File: config.mk
export PLATFORM = sky130hd
export DESIGN_NAME = flgp_gate_pattern_gen
export DESIGN_NICKNAME = d
export VERILOG_FILES = /design/src/logic/flgp_pkg.sv /design/src/logic/flgp_gate_pattern_gen.sv /design/src/logic/flgp_carrier.sv /design/src/logic/flgp_dead_time.sv
export VERILOG_INCLUDE_DIRS = /design/src /design/src/logic
export SDC_FILE = /design/constraint.sdc
export NUM_CORES = 1
export LEC_CHECK = 0
export ABC_AREA = 0
export BUFFER_PORTS_ARGS = -buffer_cell sky130_fd_sc_hd__buf_2
export CAP_MARGIN = 20
export CORE_UTILIZATION = 58
export CTS_BUF_LIST = sky130_fd_sc_hd__clkbuf_4 sky130_fd_sc_hd__clkbuf_8
export CTS_CLUSTER_DIAMETER = 40
export DETAILED_ROUTE_END_ITERATION = 10
export PLACE_DENSITY_LB_ADDON = 0.3
export SETUP_SLACK_MARGIN = 0.4
export SKIP_LAST_GASP = 1
export SLEW_MARGIN = 40
export SYNTH_ARGS = -nofsm -noshare
export SYNTH_HDL_FRONTEND = slang
export SYNTH_HIERARCHICAL = 1
export SYNTH_SLANG_ARGS = --single-unit
File: constraint.sdc
create_clock -name clk -period 6.8 [get_ports clk]
set_input_delay 1.36 -clock clk [delete_from_list [all_inputs] [get_ports clk]]
set_output_delay 1.36 -clock clk [all_outputs]
set_load 0.05 [all_outputs]
File: src/logic/flgp_cfg.svh
`ifndef FLGP_CFG_SVH
`define FLGP_CFG_SVH

// ****************
// Clock and timing figures
// ****************

// System clock rate in Hz.
`define FLGP_CLK_HZ 125000000
// Output line frequency in Hz.
`define FLGP_LINE_HZ 60
// Half-cycles per line period.
`define FLGP_HALVES 2
// Milliseconds per second.
`define FLGP_MS_PER_S 1000
// Longest start-up time to nominal output, in ms.
`define FLGP_STARTUP_MS 500
// Inrush precharge time through the resistor, in ms.
`define FLGP_PRECHARGE_MS 100
// Soft-start ramp time of the modulation amplitude, in ms.
`define FLGP_RAMP_MS 300
// Highest and lowest cell switching frequency, in Hz.
`define FLGP_FSW_MAX_HZ 20000
`define FLGP_FSW_MIN_HZ 16000

// ****************
// Widths and field values
// ****************

// Timer width, wide enough for the start-up time.
`define FLGP_TMR_W 27
// Carrier and modulation width.
`define FLGP_CAR_W 12
// Dead-time count width.
`define FLGP_DT_W 8
// Soft-start gain width and its full-scale value.
`define FLGP_GAIN_W 9
`define FLGP_GAIN_FULL 9'h100
// Gain fraction bits dropped after the product.
`define FLGP_GAIN_SHIFT 8
// Number of independent gate signals.
`define FLGP_NSIG 3
// Number of fault causes.
`define FLGP_NFAULT 5

// ****************
// Switching state codes {polarity, cell one, cell two}
// ****************

`define FLGP_SS_FULL_POS 3'h7
`define FLGP_SS_POS_CHG 3'h6
`define FLGP_SS_POS_DIS 3'h5
`define FLGP_SS_ZERO_P 3'h4
`define FLGP_SS_ZERO_N 3'h3
`define FLGP_SS_NEG_DIS 3'h2
`define FLGP_SS_NEG_CHG 3'h1
`define FLGP_SS_FULL_NEG 3'h0

// Output level codes, two's complement, in units of half the bus.
`define FLGP_LVL_P2 3'h2
`define FLGP_LVL_P1 3'h1
`define FLGP_LVL_Z 3'h0
`define FLGP_LVL_N1 3'h7
`define FLGP_LVL_N2 3'h6

`endif

File: src/logic/flgp_pkg.sv
// ****************
// Shared types
// ****************

package flgp_pkg;

    // Sequencer states of the gate pattern generator.
    typedef enum logic [2:0] {
        ST_IDLE,
        ST_PRECHARGE,
        ST_RAMP,
        ST_RUN,
        ST_FAULT
    } flgp_state_t;

endpackage

File: src/logic/flgp_gate_pattern_gen.sv
`timescale 1ns/1ps
`include "flgp_cfg.svh"

// ****************
// Five-level gate pattern generator
// ****************

// Summary of operation
// - All six bridge gates from three signals or complements
// - Polarity toggles each half of 60 Hz
// - Cell PWM rate configurable, 16 to 20 kHz
// - Series low-frequency pair shares one pulse
// - Two legs run 180 degrees apart
// - Output ripple at twice the switching rate
// - Three-bit state code sets output level
// - Eight states map onto five levels
// - Alternate redundant states to balance capacitors
// - State 110 charges, 101 discharges capacitors
// - State 010 discharges the flying capacitors
// - State 001 charges the flying capacitors
// - States 111,100,011,000 bypass the capacitors
// - Drive inrush bypass switch across resistor
// - Stop on input under or overvoltage
// - Stop on output overload or short
// - Reach nominal output within 500 ms
// - Cells compare one value to shifted carriers
module flgp_gate_pattern_gen #(
    // Cycles per polarity half-cycle.
    parameter int unsigned LINE_HALF_CYC =
        `FLGP_CLK_HZ / (`FLGP_HALVES * `FLGP_LINE_HZ),
    // Precharge time through the inrush resistor, in cycles.
    parameter int unsigned PRECHARGE_CYC =
        (`FLGP_CLK_HZ / `FLGP_MS_PER_S) * `FLGP_PRECHARGE_MS,
    // Cycles per soft-start gain step.
    parameter int unsigned RAMP_STEP_CYC =
        (`FLGP_CLK_HZ / `FLGP_MS_PER_S) * `FLGP_RAMP_MS / `FLGP_GAIN_FULL,
    // Longest start-up time, in cycles.
    parameter int unsigned STARTUP_CYC =
        (`FLGP_CLK_HZ / `FLGP_MS_PER_S) * `FLGP_STARTUP_MS
) (
    // Clock and reset.
    input wire logic clk,
    input wire logic rst_n,
    // Control.
    input wire logic runEnable,
    input wire logic faultClear,
    input wire logic [`FLGP_CAR_W-1:0] dutyMag,
    input wire logic [`FLGP_CAR_W-1:0] swHalfPeriod,
    input wire logic [`FLGP_DT_W-1:0] deadTime,
    // Protection comparators.
    input wire logic inputUndervoltTrip,
    input wire logic inputOvervoltTrip,
    input wire logic outputOverloadTrip,
    input wire logic outputShortTrip,
    // Gate drives.
    output logic linePolarityPwm,
    output logic linePolarityPwmN,
    output logic hfCellOnePwm,
    output logic hfCellOnePwmN,
    output logic hfCellTwoPwm,
    output logic hfCellTwoPwmN,
    output logic inrushBypassSwitch,
    // Status.
    output logic [2:0] switchState,
    output logic [2:0] outputLevel,
    output logic capCharging,
    output logic capDischarging,
    output logic capBypassed,
    output logic startupDone,
    output logic faultLatched,
    output logic [`FLGP_NFAULT-1:0] faultCause
);

    // ****************
    // Declarations
    // ****************

    localparam int TW = `FLGP_TMR_W;
    localparam int CW = `FLGP_CAR_W;
    localparam int GW = `FLGP_GAIN_W;
    localparam int PW = CW + GW;
    localparam logic [TW-1:0] LINE_LAST = TW'(LINE_HALF_CYC - 1);
    localparam logic [TW-1:0] PRE_LAST = TW'(PRECHARGE_CYC - 1);
    localparam logic [TW-1:0] STEP_LAST = TW'(RAMP_STEP_CYC - 1);
    localparam logic [TW-1:0] START_LAST = TW'(STARTUP_CYC - 1);

    flgp_pkg::flgp_state_t state_q; // Sequencer state.
    flgp_pkg::flgp_state_t state_d; // Next sequencer state.
    logic [TW-1:0] lineCnt_q; // Polarity half-cycle timer.
    logic polarity_q; // Requested polarity level.
    logic [TW-1:0] seqCnt_q; // Precharge and ramp step timer.
    logic [TW-1:0] startCnt_q; // Time since start-up began.
    logic [GW-1:0] gain_q; // Soft-start amplitude gain.
    logic swap_q; // Exchanges the two cells each carrier period.
    logic [`FLGP_NFAULT-1:0] cause_q; // Sticky fault causes.
    logic bypass_q; // Inrush bypass switch drive.
    logic done_q; // Start-up complete.
    logic [2:0] code_q; // Registered switching state.
    logic [2:0] level_q; // Registered output level.
    logic chg_q; // Capacitors charging.
    logic dis_q; // Capacitors discharging.
    logic byp_q; // Capacitors bypassed.
    logic [CW-1:0] carA; // Carrier A, used by cell one while swap_q is low.
    logic [CW-1:0] carB; // Carrier B, used by cell two while swap_q is low.
    logic valley; // Carrier A valley pulse.
    logic [`FLGP_NSIG-1:0] gateHi; // True gate drives.
    logic [`FLGP_NSIG-1:0] gateLo; // Complement gate drives.

    // ****************
    // Decoding
    // ****************

    // Live trip sources, in cause-bit order.
    wire [`FLGP_NFAULT-1:0] tripNow = {
        (state_q != flgp_pkg::ST_RUN) && (state_q != flgp_pkg::ST_IDLE)
            && (state_q != flgp_pkg::ST_FAULT) && (startCnt_q == START_LAST),
        outputShortTrip, outputOverloadTrip,
        inputOvervoltTrip, inputUndervoltTrip
    };
    wire anyTrip = |tripNow;
    wire switching = (state_q == flgp_pkg::ST_RAMP) || (state_q == flgp_pkg::ST_RUN);
    wire gatesOff = !switching || anyTrip;
    wire lineWrap = (lineCnt_q == LINE_LAST);
    wire preDone = (state_q == flgp_pkg::ST_PRECHARGE) && (seqCnt_q == PRE_LAST);
    wire stepDue = (state_q == flgp_pkg::ST_RAMP) && (seqCnt_q == STEP_LAST);
    wire rampDone = (gain_q == `FLGP_GAIN_FULL);

    // Soft-start scaling of the modulation magnitude.
    wire [PW-1:0] product = dutyMag * gain_q;
    wire [CW-1:0] modValue = product[`FLGP_GAIN_SHIFT +: CW];

    wire cmpA = switching && (modValue > carA);
    wire cmpB = switching && (modValue > carB);
    wire cellOne = swap_q ? cmpB : cmpA;
    wire cellTwo = swap_q ? cmpA : cmpB;
    wire polReq = switching && polarity_q;
    wire [2:0] code = {polReq, cellOne, cellTwo};
    wire [`FLGP_NSIG-1:0] sigReq = {cellTwo, cellOne, polReq};

    wire [2:0] level = (code == `FLGP_SS_FULL_POS) ? `FLGP_LVL_P2 :
        (code == `FLGP_SS_POS_CHG || code == `FLGP_SS_POS_DIS) ? `FLGP_LVL_P1 :
        (code == `FLGP_SS_NEG_DIS || code == `FLGP_SS_NEG_CHG) ? `FLGP_LVL_N1 :
        (code == `FLGP_SS_FULL_NEG) ? `FLGP_LVL_N2 : `FLGP_LVL_Z;
    wire posChg = (code == `FLGP_SS_POS_CHG);
    wire posDis = (code == `FLGP_SS_POS_DIS);
    wire negDis = (code == `FLGP_SS_NEG_DIS);
    wire negChg = (code == `FLGP_SS_NEG_CHG);
    wire bypassCap = !(posChg || posDis || negDis || negChg);

    // ****************
    // Sequencer
    // ****************

    // Start-up walks precharge, ramp and run; any trip latches a fault.
    always_comb begin
        state_d = state_q;
        case (state_q)
            flgp_pkg::ST_IDLE: begin
                if (runEnable && !anyTrip) begin
                    state_d = flgp_pkg::ST_PRECHARGE;
                end
            end
            flgp_pkg::ST_PRECHARGE: begin
                if (preDone) begin
                    state_d = flgp_pkg::ST_RAMP;
                end
            end
            flgp_pkg::ST_RAMP: begin
                if (rampDone) begin
                    state_d = flgp_pkg::ST_RUN;
                end
            end
            flgp_pkg::ST_RUN: begin
                state_d = flgp_pkg::ST_RUN;
            end
            flgp_pkg::ST_FAULT: begin
                // A fault stays until software clears it with the cause gone.
                if (faultClear && !anyTrip) begin
                    state_d = flgp_pkg::ST_IDLE;
                end
            end
            default: begin
                state_d = flgp_pkg::ST_FAULT;
            end
        endcase
        if (anyTrip) begin
            state_d = flgp_pkg::ST_FAULT;
        end else if (!runEnable && state_q != flgp_pkg::ST_FAULT) begin
            state_d = flgp_pkg::ST_IDLE;
        end
    end

    // State register and sticky causes; a new trip wins over a clear.
    always_ff @(posedge clk or negedge rst_n) begin
        if (!rst_n) begin
            state_q <= flgp_pkg::ST_IDLE;
            cause_q <= '0;
        end else begin
            state_q <= state_d;
            if (faultClear && !anyTrip) begin
                cause_q <= '0;
            end else begin
                cause_q <= cause_q | tripNow;
            end
        end
    end

    // start-up time limit
    // The watchdog counts from leaving idle; missing run in time is a fault.
    always_ff @(posedge clk or negedge rst_n) begin
        if (!rst_n) begin
            startCnt_q <= '0;
        end else if (state_q == flgp_pkg::ST_IDLE || state_q == flgp_pkg::ST_RUN) begin
            startCnt_q <= '0;
        end else if (startCnt_q != START_LAST) begin
            startCnt_q <= startCnt_q + TW'(1);
        end
    end

    // Precharge timer, then the soft-start gain ramp.
    always_ff @(posedge clk or negedge rst_n) begin
        if (!rst_n) begin
            seqCnt_q <= '0;
            gain_q <= '0;
        end else if (!switching && state_q != flgp_pkg::ST_PRECHARGE) begin
            seqCnt_q <= '0;
            gain_q <= '0;
        end else if (preDone || stepDue) begin
            seqCnt_q <= '0;
            if (state_q == flgp_pkg::ST_RAMP && !rampDone) begin
                gain_q <= gain_q + GW'(1);
            end
        end else begin
            seqCnt_q <= seqCnt_q + TW'(1);
        end
    end

    // ****************
    // Polarity and cell alternation
    // ****************

    always_ff @(posedge clk or negedge rst_n) begin
        if (!rst_n) begin
            lineCnt_q <= '0;
            polarity_q <= 1'b0;
        end else if (!switching) begin
            lineCnt_q <= '0;
            polarity_q <= 1'b1;
        end else if (lineWrap) begin
            lineCnt_q <= '0;
            polarity_q <= !polarity_q;
        end else begin
            lineCnt_q <= lineCnt_q + TW'(1);
        end
    end

    // swap cells each period
    // Swapping at the valley keeps both members of each redundant pair in
    // equal use even when the two carriers' comparators are mismatched.
    always_ff @(posedge clk or negedge rst_n) begin
        if (!rst_n) begin
            swap_q <= 1'b0;
        end else if (valley) begin
            swap_q <= !swap_q;
        end
    end

    // ****************
    // Carriers and gate drives
    // ****************

    flgp_carrier u_carrier (
        .clk(clk),
        .rst_n(rst_n),
        .halfCfg(swHalfPeriod),
        .carA(carA),
        .carB(carB),
        .valley_q(valley)
    );

    genvar gi;
    generate
        for (gi = 0; gi < `FLGP_NSIG; gi++) begin : g_pair
            flgp_dead_time u_dt (
                .clk(clk),
                .rst_n(rst_n),
                .req(sigReq[gi]),
                .forceOff(gatesOff),
                .deadCfg(deadTime),
                .gate_q(gateHi[gi]),
                .gateN_q(gateLo[gi])
            );
        end
    endgenerate

    assign linePolarityPwm = gateHi[0];
    assign linePolarityPwmN = gateLo[0];
    assign hfCellOnePwm = gateHi[1];
    assign hfCellOnePwmN = gateLo[1];
    assign hfCellTwoPwm = gateHi[2];
    assign hfCellTwoPwmN = gateLo[2];

    // ****************
    // Inrush bypass and status
    // ****************

    always_ff @(posedge clk or negedge rst_n) begin
        if (!rst_n) begin
            bypass_q <= 1'b0;
            done_q <= 1'b0;
        end else begin
            bypass_q <= switching && !anyTrip;
            done_q <= (state_q == flgp_pkg::ST_RUN) && !anyTrip;
        end
    end

    // State code and capacitor direction, one cycle after the request.
    always_ff @(posedge clk or negedge rst_n) begin
        if (!rst_n) begin
            code_q <= `FLGP_SS_FULL_NEG;
            level_q <= `FLGP_LVL_Z;
            chg_q <= 1'b0;
            dis_q <= 1'b0;
            byp_q <= 1'b1;
        end else begin
            code_q <= code;
            level_q <= switching ? level : `FLGP_LVL_Z;
            chg_q <= posChg || negChg;
            dis_q <= posDis || negDis;
            byp_q <= bypassCap;
        end
    end

    assign inrushBypassSwitch = bypass_q;
    assign switchState = code_q;
    assign outputLevel = level_q;
    assign capCharging = chg_q;
    assign capDischarging = dis_q;
    assign capBypassed = byp_q;
    assign startupDone = done_q;
    assign faultLatched = (state_q == flgp_pkg::ST_FAULT);
    assign faultCause = cause_q;

endmodule

File: src/logic/flgp_carrier.sv
`timescale 1ns/1ps
`include "flgp_cfg.svh"

// ****************
// Triangular carrier pair, 180 degrees apart
// ****************

module flgp_carrier (
    // Clock and reset.
    input wire logic clk,
    input wire logic rst_n,
    // Requested carrier half period in cycles.
    input wire logic [`FLGP_CAR_W-1:0] halfCfg,
    // Carrier A, carrier B and a pulse at the valley of carrier A.
    output logic [`FLGP_CAR_W-1:0] carA,
    output logic [`FLGP_CAR_W-1:0] carB,
    output logic valley_q
);

    localparam int CW = `FLGP_CAR_W;
    // Half periods for the fastest and slowest switching rates.
    localparam logic [CW-1:0] HALF_MIN =
        CW'(`FLGP_CLK_HZ / (`FLGP_HALVES * `FLGP_FSW_MAX_HZ));
    localparam logic [CW-1:0] HALF_MAX =
        CW'(`FLGP_CLK_HZ / (`FLGP_HALVES * `FLGP_FSW_MIN_HZ));

    logic [CW-1:0] cnt_q; // Carrier A count.
    logic upDir_q; // Counting up when high.
    logic [CW-1:0] half_q; // Half period in use.

    // Clamp the request into the allowed switching band.
    wire [CW-1:0] halfClamped = (halfCfg < HALF_MIN) ? HALF_MIN :
                                (halfCfg > HALF_MAX) ? HALF_MAX : halfCfg;
    wire turnDown = upDir_q && (cnt_q >= half_q - CW'(1));
    wire turnUp = !upDir_q && (cnt_q <= CW'(1));

    // Carrier B is carrier A mirrored, which is the half-period shift.
    assign carA = cnt_q;
    assign carB = half_q - cnt_q;

    // Up/down counter; a new period is taken only at the valley so that
    // a change of switching rate never leaves a runt pulse.
    always_ff @(posedge clk or negedge rst_n) begin
        if (!rst_n) begin
            cnt_q <= '0;
            upDir_q <= 1'b1;
            half_q <= HALF_MAX;
            valley_q <= 1'b0;
        end else begin
            valley_q <= turnUp;
            if (turnDown) begin
                upDir_q <= 1'b0;
            end else if (turnUp) begin
                upDir_q <= 1'b1;
                half_q <= halfClamped;
            end
            cnt_q <= upDir_q ? cnt_q + CW'(1) : cnt_q - CW'(1);
        end
    end

endmodule

File: src/logic/flgp_dead_time.sv
`timescale 1ns/1ps
`include "flgp_cfg.svh"

// ****************
// Complementary gate pair with dead time
// ****************

module flgp_dead_time (
    // Clock and reset.
    input wire logic clk,
    input wire logic rst_n,
    // Requested level and forced shutdown.
    input wire logic req,
    input wire logic forceOff,
    // Dead time in cycles.
    input wire logic [`FLGP_DT_W-1:0] deadCfg,
    // True and complement gate drives.
    output logic gate_q,
    output logic gateN_q
);

    logic applied_q; // Level last taken from the request.
    logic [`FLGP_DT_W-1:0] cnt_q; // Remaining dead cycles.

    wire change = (req != applied_q);
    wire settled = (cnt_q == '0) && !change;

    // Any change drops both drives for at least one cycle and then for the
    // programmed count, so the pair can never overlap even with zero set.
    always_ff @(posedge clk or negedge rst_n) begin
        if (!rst_n) begin
            applied_q <= 1'b0;
            cnt_q <= '0;
            gate_q <= 1'b0;
            gateN_q <= 1'b0;
        end else if (forceOff) begin
            applied_q <= req;
            cnt_q <= deadCfg;
            gate_q <= 1'b0;
            gateN_q <= 1'b0;
        end else if (change) begin
            applied_q <= req;
            cnt_q <= deadCfg;
            gate_q <= 1'b0;
            gateN_q <= 1'b0;
        end else if (!settled) begin
            cnt_q <= cnt_q - `FLGP_DT_W'(1);
        end else begin
            gate_q <= applied_q;
            gateN_q <= !applied_q;
        end
    end

endmodule

Word-level counts from Yosys, hierarchy flattened
Cells that the tools add are included.
- input bits: 40
- output and inout port bits: 23
- logic and storage cells: 208
- register bits after elaboration: 170
- equal/unequal tests: 29
- add/sub/neg operators: 11
- reductions and logical operators: 64
- $lt $le $gt $ge: 6
- bitwise gates (word level): 2
- mux-type cells: 64
- multipliers: 1
- operators by type and width (cell ; count):
    27-bit 2-to-1 mux ; 6
    27-bit by 1-bit adder with 27-bit output, second input constant ; 3
    8-bit 2-to-1 mux ; 9
    12-bit 2-to-1 mux ; 3
    3-bit 2-to-1 mux ; 11
    1-bit 2-to-1 mux ; 30
    27-bit by 18-bit == test with 1-bit output, second input constant ; 1
    27-bit by 20-bit == test with 1-bit output, second input constant ; 1
    27-bit by 24-bit == test with 1-bit output, second input constant ; 1
    27-bit by 26-bit == test with 1-bit output, second input constant ; 1
    9-bit 2-to-1 mux ; 3
    27-bit by 26-bit != test with 1-bit output, second input constant ; 1
    12-bit > comparator ; 2
    8-bit zero test ; 3
    12-bit by 1-bit subtractor with 12-bit output, second input constant ; 2
    8-bit by 1-bit subtractor with 8-bit output, second input constant ; 3
    1-bit logical AND ; 20
    12-bit by 9-bit multiplier with 20-bit output ; 1
    3-bit one-hot mux with 5 select lines ; 1
    1-bit zero test ; 14
    2-bit nonzero test ; 7
    12-bit by 1-bit adder with 12-bit output, second input constant ; 1
    3-bit == test, second input constant ; 4
    12-bit greater-or-equal comparator ; 1
    25 further kinds ; 48

Logic depth before layout (Yosys ltp)
- depth in word-level cells: 11
- gate-level depth with buffers: 30
- gate-level depth less buffers: 28

By module
Netlist, hierarchy kept.
- modules (own cells, without submodules) (module ; cells each ; area each (um2) ; sequential area each (um2) ; times used):
    flgp_gate_pattern_gen ; 983 ; 9101.2 ; 2778.9 ; 1
    flgp_carrier ; 243 ; 2172.1 ; 659.4 ; 1
    flgp_dead_time ; 69 ; 674.4 ; 275.3 ; 3

Worst setup path before layout
Ideal clock, no wire load.
- path kind: input-to-reg
- from: input port dutyMag[8]
- to: register g_pair[2].u_dt.gateN_q
- arrival time: 7.893 ns
- stages on the path: 28
- buffers on the path: 1
- required time: 6.675 ns
- setup slack: -1.217 ns
- library setup time: 0.125 ns
- cell sequence: buf_1 nand2_1 fa_1 inv_1 fa_1 fa_1 inv_1 fa_1 inv_1 ha_1 a21o_1 a21o_1 a41oi_1 o21bai_1 a21oi_1 xnor2_1 ha_1 and3_1 a221o_1 a221o_1 o22a_1 mux2i_1 nor2_1 inv_1 ha_1 or2_2 a21oi_1 mux2_2
- word-level cells in the longest chain between the ends: 8
- elaborated cells between the ends (all ways): 12
- classes of those cells: mul (1); order compare (2); eq/ne (1); mux (3); reduce/logical (5)
- RTL lines (what ; RTL line ; text):
    start, declared ; flgp_gate_pattern_gen.sv:47 ; input wire logic [`FLGP_CAR_W-1:0] dutyMag,
    12-bit by 9-bit multiplier with 20-bit output (*) ; flgp_gate_pattern_gen.sv:129 ; wire [PW-1:0] product = dutyMag * gain_q;
    12-bit > comparator, on equally long branches ; flgp_gate_pattern_gen.sv:133, flgp_gate_pattern_gen.sv:132 ;
    1-bit logical AND, on equally long branches ; flgp_gate_pattern_gen.sv:133, flgp_gate_pattern_gen.sv:132 ;
    1-bit 2-to-1 mux (*) ; flgp_gate_pattern_gen.sv:135 ; wire cellTwo = swap_q ? cmpA : cmpB;
    via cellTwo ; flgp_gate_pattern_gen.sv:135 ;
    1-bit != test (*) ; flgp_dead_time.sv:25 ; wire change = (req != applied_q);
    1-bit zero test ; flgp_dead_time.sv:26 ; wire settled = (cnt_q == '0) && !change;
    1-bit logical AND ; flgp_dead_time.sv:26 ;
    3-bit nonzero test (no source line) ; - ;
    end signal, assigned ; flgp_dead_time.sv:50 ; gateN_q <= !applied_q;
    end, declared ; flgp_dead_time.sv:19 ; output logic gateN_q
The timed path passes the listed nets; every way through them passes the cells marked *.
A chain may end at the register's enable or synchronous reset.

Worst setup path in the final report
- from: input port dutyMag[3]
- to: register g_pair[2].u_dt.gate_q
- word-level cells in the longest chain between the ends: 8
- elaborated cells between the ends (all ways): 12
- classes of those cells: mul (1); order compare (2); eq/ne (1); mux (3); reduce/logical (5)
- RTL lines (what ; RTL line ; text):
    12-bit by 9-bit multiplier with 20-bit output (*) ; flgp_gate_pattern_gen.sv:129 ;
    12-bit > comparator, on equally long branches ; flgp_gate_pattern_gen.sv:133, flgp_gate_pattern_gen.sv:132 ;
    1-bit logical AND, on equally long branches ; flgp_gate_pattern_gen.sv:133, flgp_gate_pattern_gen.sv:132 ;
    1-bit 2-to-1 mux (*) ; flgp_gate_pattern_gen.sv:135 ;
    via cellTwo ; flgp_gate_pattern_gen.sv:135 ;
    1-bit != test (*) ; flgp_dead_time.sv:25 ;
    1-bit zero test ; flgp_dead_time.sv:26 ;
    1-bit logical AND ; flgp_dead_time.sv:26 ;
    3-bit nonzero test (no source line) ; - ;
    end signal, assigned ; flgp_dead_time.sv:49 ; gate_q <= applied_q;
    end, declared ; flgp_dead_time.sv:18 ; output logic gate_q,
Marks and branches as above.

==> impl_metrics.env <==
export IMPL_status="finished, violations left"
export IMPL_violations="setup timing"
export IMPL_die_w_um=153.4
export IMPL_start_util_pct=58.91
export IMPL_drive_gt1_share_pct=21.46
export IMPL_grt_overflow=0
export IMPL_p_int_w=0.001701
export IMPL_crit_type="primary input to register"
export IMPL_synth_cell_types=81
export IMPL_antenna_found_initial=0
export IMPL_seq_area_frac_synth_pct=32.07
export IMPL_clk_pin_slew_ns=0.11
export IMPL_yosysWarnings=6
export IMPL_worst_setup_path_start_kind="primary input"
export IMPL_ys_flop_type="dfrtp_1"
export IMPL_wirelength_um=29470
export IMPL_place_port_buffers=62
export IMPL_slew_viol_final=0
export IMPL_grt_pass1_wl_um=50620
export IMPL_syn_num_nets=1647
export IMPL_pwr_share_comb_pct=27.4
export IMPL_finalCriticalPeriod_ns=7.303
export IMPL_vias=10570
export IMPL_synth_area_sq_mm=0.01330
export IMPL_synth_cells=1433
export IMPL_reg2reg_slack_ns=-0.20
export IMPL_arrival_ns=7.65
export IMPL_wl_met3_um=1465
export IMPL_crit_top_cell="buf_4"
export IMPL_worst_pin_slew_ns=0.7250
export IMPL_diodes=0
export IMPL_regArea_sq_mm=0.004264
export IMPL_seq_power_share_pct=45.5
export IMPL_met1_length_um=13520
export IMPL_reg2reg_from="gain_q[2]"
export IMPL_required_ns=7.15
export IMPL_power_density_mw_per_mm2=168.8
export IMPL_p_leak_nw=7.302
export IMPL_fill_cells=1740
export IMPL_synth_edf_count=0
export IMPL_avgSynthCellArea_sq_um=9.279
export IMPL_grt_max_degree=75
export IMPL_core_sq_mm=0.02257
export IMPL_finalSetupViolations=24
export IMPL_setup_worst_path_end_class="register"
export IMPL_crit_end="g_pair[2].u_dt/gate_q"
export IMPL_via_per_inst=5.638
export IMPL_wl_met2_um=14120
export IMPL_clockRootBuffer="clkbuf_8"
export IMPL_worst_slack_ns=-0.5028
export IMPL_startpoint="dutyMag[3]"
export IMPL_min_path_cells=1
export IMPL_multiInputGateArea_sq_mm=0.008797
export IMPL_hold_path_class="register to register"
export IMPL_gp_congestion=0.8791
export IMPL_clkPwrFrac_pct=27.1
export IMPL_dr_pass1_iters=5
export IMPL_fin_nets=1790
export IMPL_fin_worst_skew_ns=0.01664
export IMPL_maxCapViolCount=0
export IMPL_dpl_worst_slack_ns=-1.040
export IMPL_stdcell_count=1874
export IMPL_cpMaxStageDelayCell="fa_1"
export IMPL_path_buf_inv=8
export IMPL_ff2ff_path_depth=32
export IMPL_drtIter0Drc=676
export IMPL_cts_tree="done"
export IMPL_syn2layout_area_growth_pct=16.91
export IMPL_cp_depth=31
export IMPL_placement_rows=55
export IMPL_htree_levels=4
export IMPL_antenna_left=0
export IMPL_dp_hpwl_um=21980
export IMPL_pin_count=63
export IMPL_peakVddDrop_uv=164.0
export IMPL_remaining_drc_errors=0
export IMPL_place_inst=1819
export IMPL_post_drt_wl_per_cell_um=15.73
export IMPL_cpPeakStageDelay_ns=0.54
export IMPL_cts_made_buffers=17
export IMPL_max_freq_mhz=136.9
export IMPL_holdWs_ns=0.4222
export IMPL_grt_pass1_vias=10590
export IMPL_synthArstFlopShare_pct=100.0
export IMPL_crit_family="adder cells"
export IMPL_min_period_over_period_pct=107.4
export IMPL_cts_buffer_depth=2
export IMPL_top_layer="met4"
export IMPL_reg2reg_to="g_pair[2].u_dt/gate_q"
export IMPL_path_max_fanout=7
export IMPL_finalHoldViolCount=0
export IMPL_synth_seq_cells=170
export IMPL_grtUsageTotal_pct=26.39
export IMPL_fin_tns_setup_ns=-8.311
export IMPL_switching_share_pct=35.19
export IMPL_dieArea_sq_mm=0.02353
export IMPL_cts_sinks=170
export IMPL_p_sw_w=0.0009236
export IMPL_rsz0062_at_grt="true"
export IMPL_clkLatencyLatePin_ns=0.47
export IMPL_dieHeight_um=153.4
export IMPL_power_total_w=0.002625
export IMPL_slew_headroom_pct=51.22
## through the flow
stage | util, % | area, sq um
floorplan | - | 13520
global placement | 64.38 | 14530
detailed placement | 64.47 | 14550
CTS | 67.77 | 15300
global route | 68.87 | 15540
finish | 68.87 | 15540
## cells in the mapped netlist, types with 7 or more instances
cell	n	share of area (%)
and3_1	15	0.71
and2_1	66	3.1
nor4_1	20	0.94
inv_1	142	4.0
ha_1	104	9.8
or2_2	14	0.66
nor3_1	24	0.90
dfstp_2	8	1.6
nand2b_1	7	0.33
o21a_1	8	0.45
mux2_2	7	0.59
a21oi_1	51	1.9
xor2_1	63	4.1
a22o_1	7	0.46
o31ai_1	16	0.90
a21o_1	13	0.73
fa_1	70	11
or3_1	11	0.52
o21bai_1	7	0.40
nor2b_1	15	0.71
dfrtp_1	162	30
o21ai_0	30	1.1
nand4_1	36	1.7
xnor2_1	67	4.4
a31oi_1	13	0.61
and4_1	10	0.66
or4_1	9	0.51
clkbuf_1	24	0.68
nand2_1	119	3.4
nand3_1	46	1.7
nor2_1	138	3.9
## cell usage in the layout (no fill, tap or decap), drive strengths merged, types with 36 or more instances in the layout
master	count
buf	162
xnor2	67
ha	104
inv	148
and2	68
nor2	138
nand2	119
xor2	63
nand3	47
fa	70
a21oi	52
nand4	36
dfrtp	162
## worst reg2reg max path: cells and delay by family, from the launching register on
kind	cells	cell delay, ns
compound gates	8	1.40
flops	1	0.59
simple gates	5	0.75
mux	2	0.37
buf+inv	9	0.94
xor+xnor	1	0.12
fa+ha+maj	7	2.73
## cells by family after synthesis
kind of cell,share of synthesized area [%]
adders and majority gates,20.33
xor gates and xnor gates,8.563
buffers and inverters,5.533
AOI/OAI and AO/OA,10.07
DFF,32.07
and+or+nand+nor,22.55
muxes,0.8940
## cell type report
class | instances | area share (%)
clock buffers | 18 | 1.594
clock inverters | 14 | 0.8854
inverters | 142 | 3.429
multi-input cells | 1082 | 56.59
flip-flops and latches | 170 | 27.43
well taps | 285 | 2.294
repair buffers | 163 | 7.775
## power groups by stage
stage          clock network (W)  registers (W)  logic [W]
3_3_place_gp                   0        0.00121   0.000655
4_1_cts                 0.000729        0.00119   0.000695
5_1_grt                 0.000773        0.00121   0.000819
6_report                0.000712        0.00119   0.000720
2_1_floorplan                  0        0.00117   0.000537
3_5_place_dp                   0        0.00121   0.000677
## how the worst min path moves through the flow
stage	startpoint	end
2_1_floorplan	u_carrier/valley_q	swap_q
3_3_place_gp	u_carrier/valley_q	swap_q
3_5_place_dp	u_carrier/valley_q	swap_q
4_1_cts	u_carrier/valley_q	swap_q
5_1_grt	u_carrier/valley_q	swap_q
6_report	u_carrier/valley_q	swap_q
## flip-flops by register name, summed over array words and instances, names as in the netlist, 3 cells and up
name and cells:
faultCause 5, g_pair.u_dt/applied_q 3, g_pair.u_dt/cnt_q 24, g_pair.u_dt/gateN_q 3
g_pair.u_dt/gate_q 3, gain_q 9, lineCnt_q 27, outputLevel 3
seqCnt_q 27, startCnt_q 27, state_q 3, switchState 3
u_carrier/carA 12, u_carrier/half_q 12
## layer usage
layer	vias up	GRT usage [%]
met3	30	4.395
met2	264	43.14
met1	5107	36.37
li1	5165	-
met4	0	7.190
met5	-	0
## timing repair
item | in CTS | in global routing
hold buffers | 0 | 0
endpoints found under the setup margin | 30 | 30
buffers inserted | 15 | 8
gates resized for setup | 58 | 56
pin swaps | 42 | 38
(Power assumes the default switching activity.)
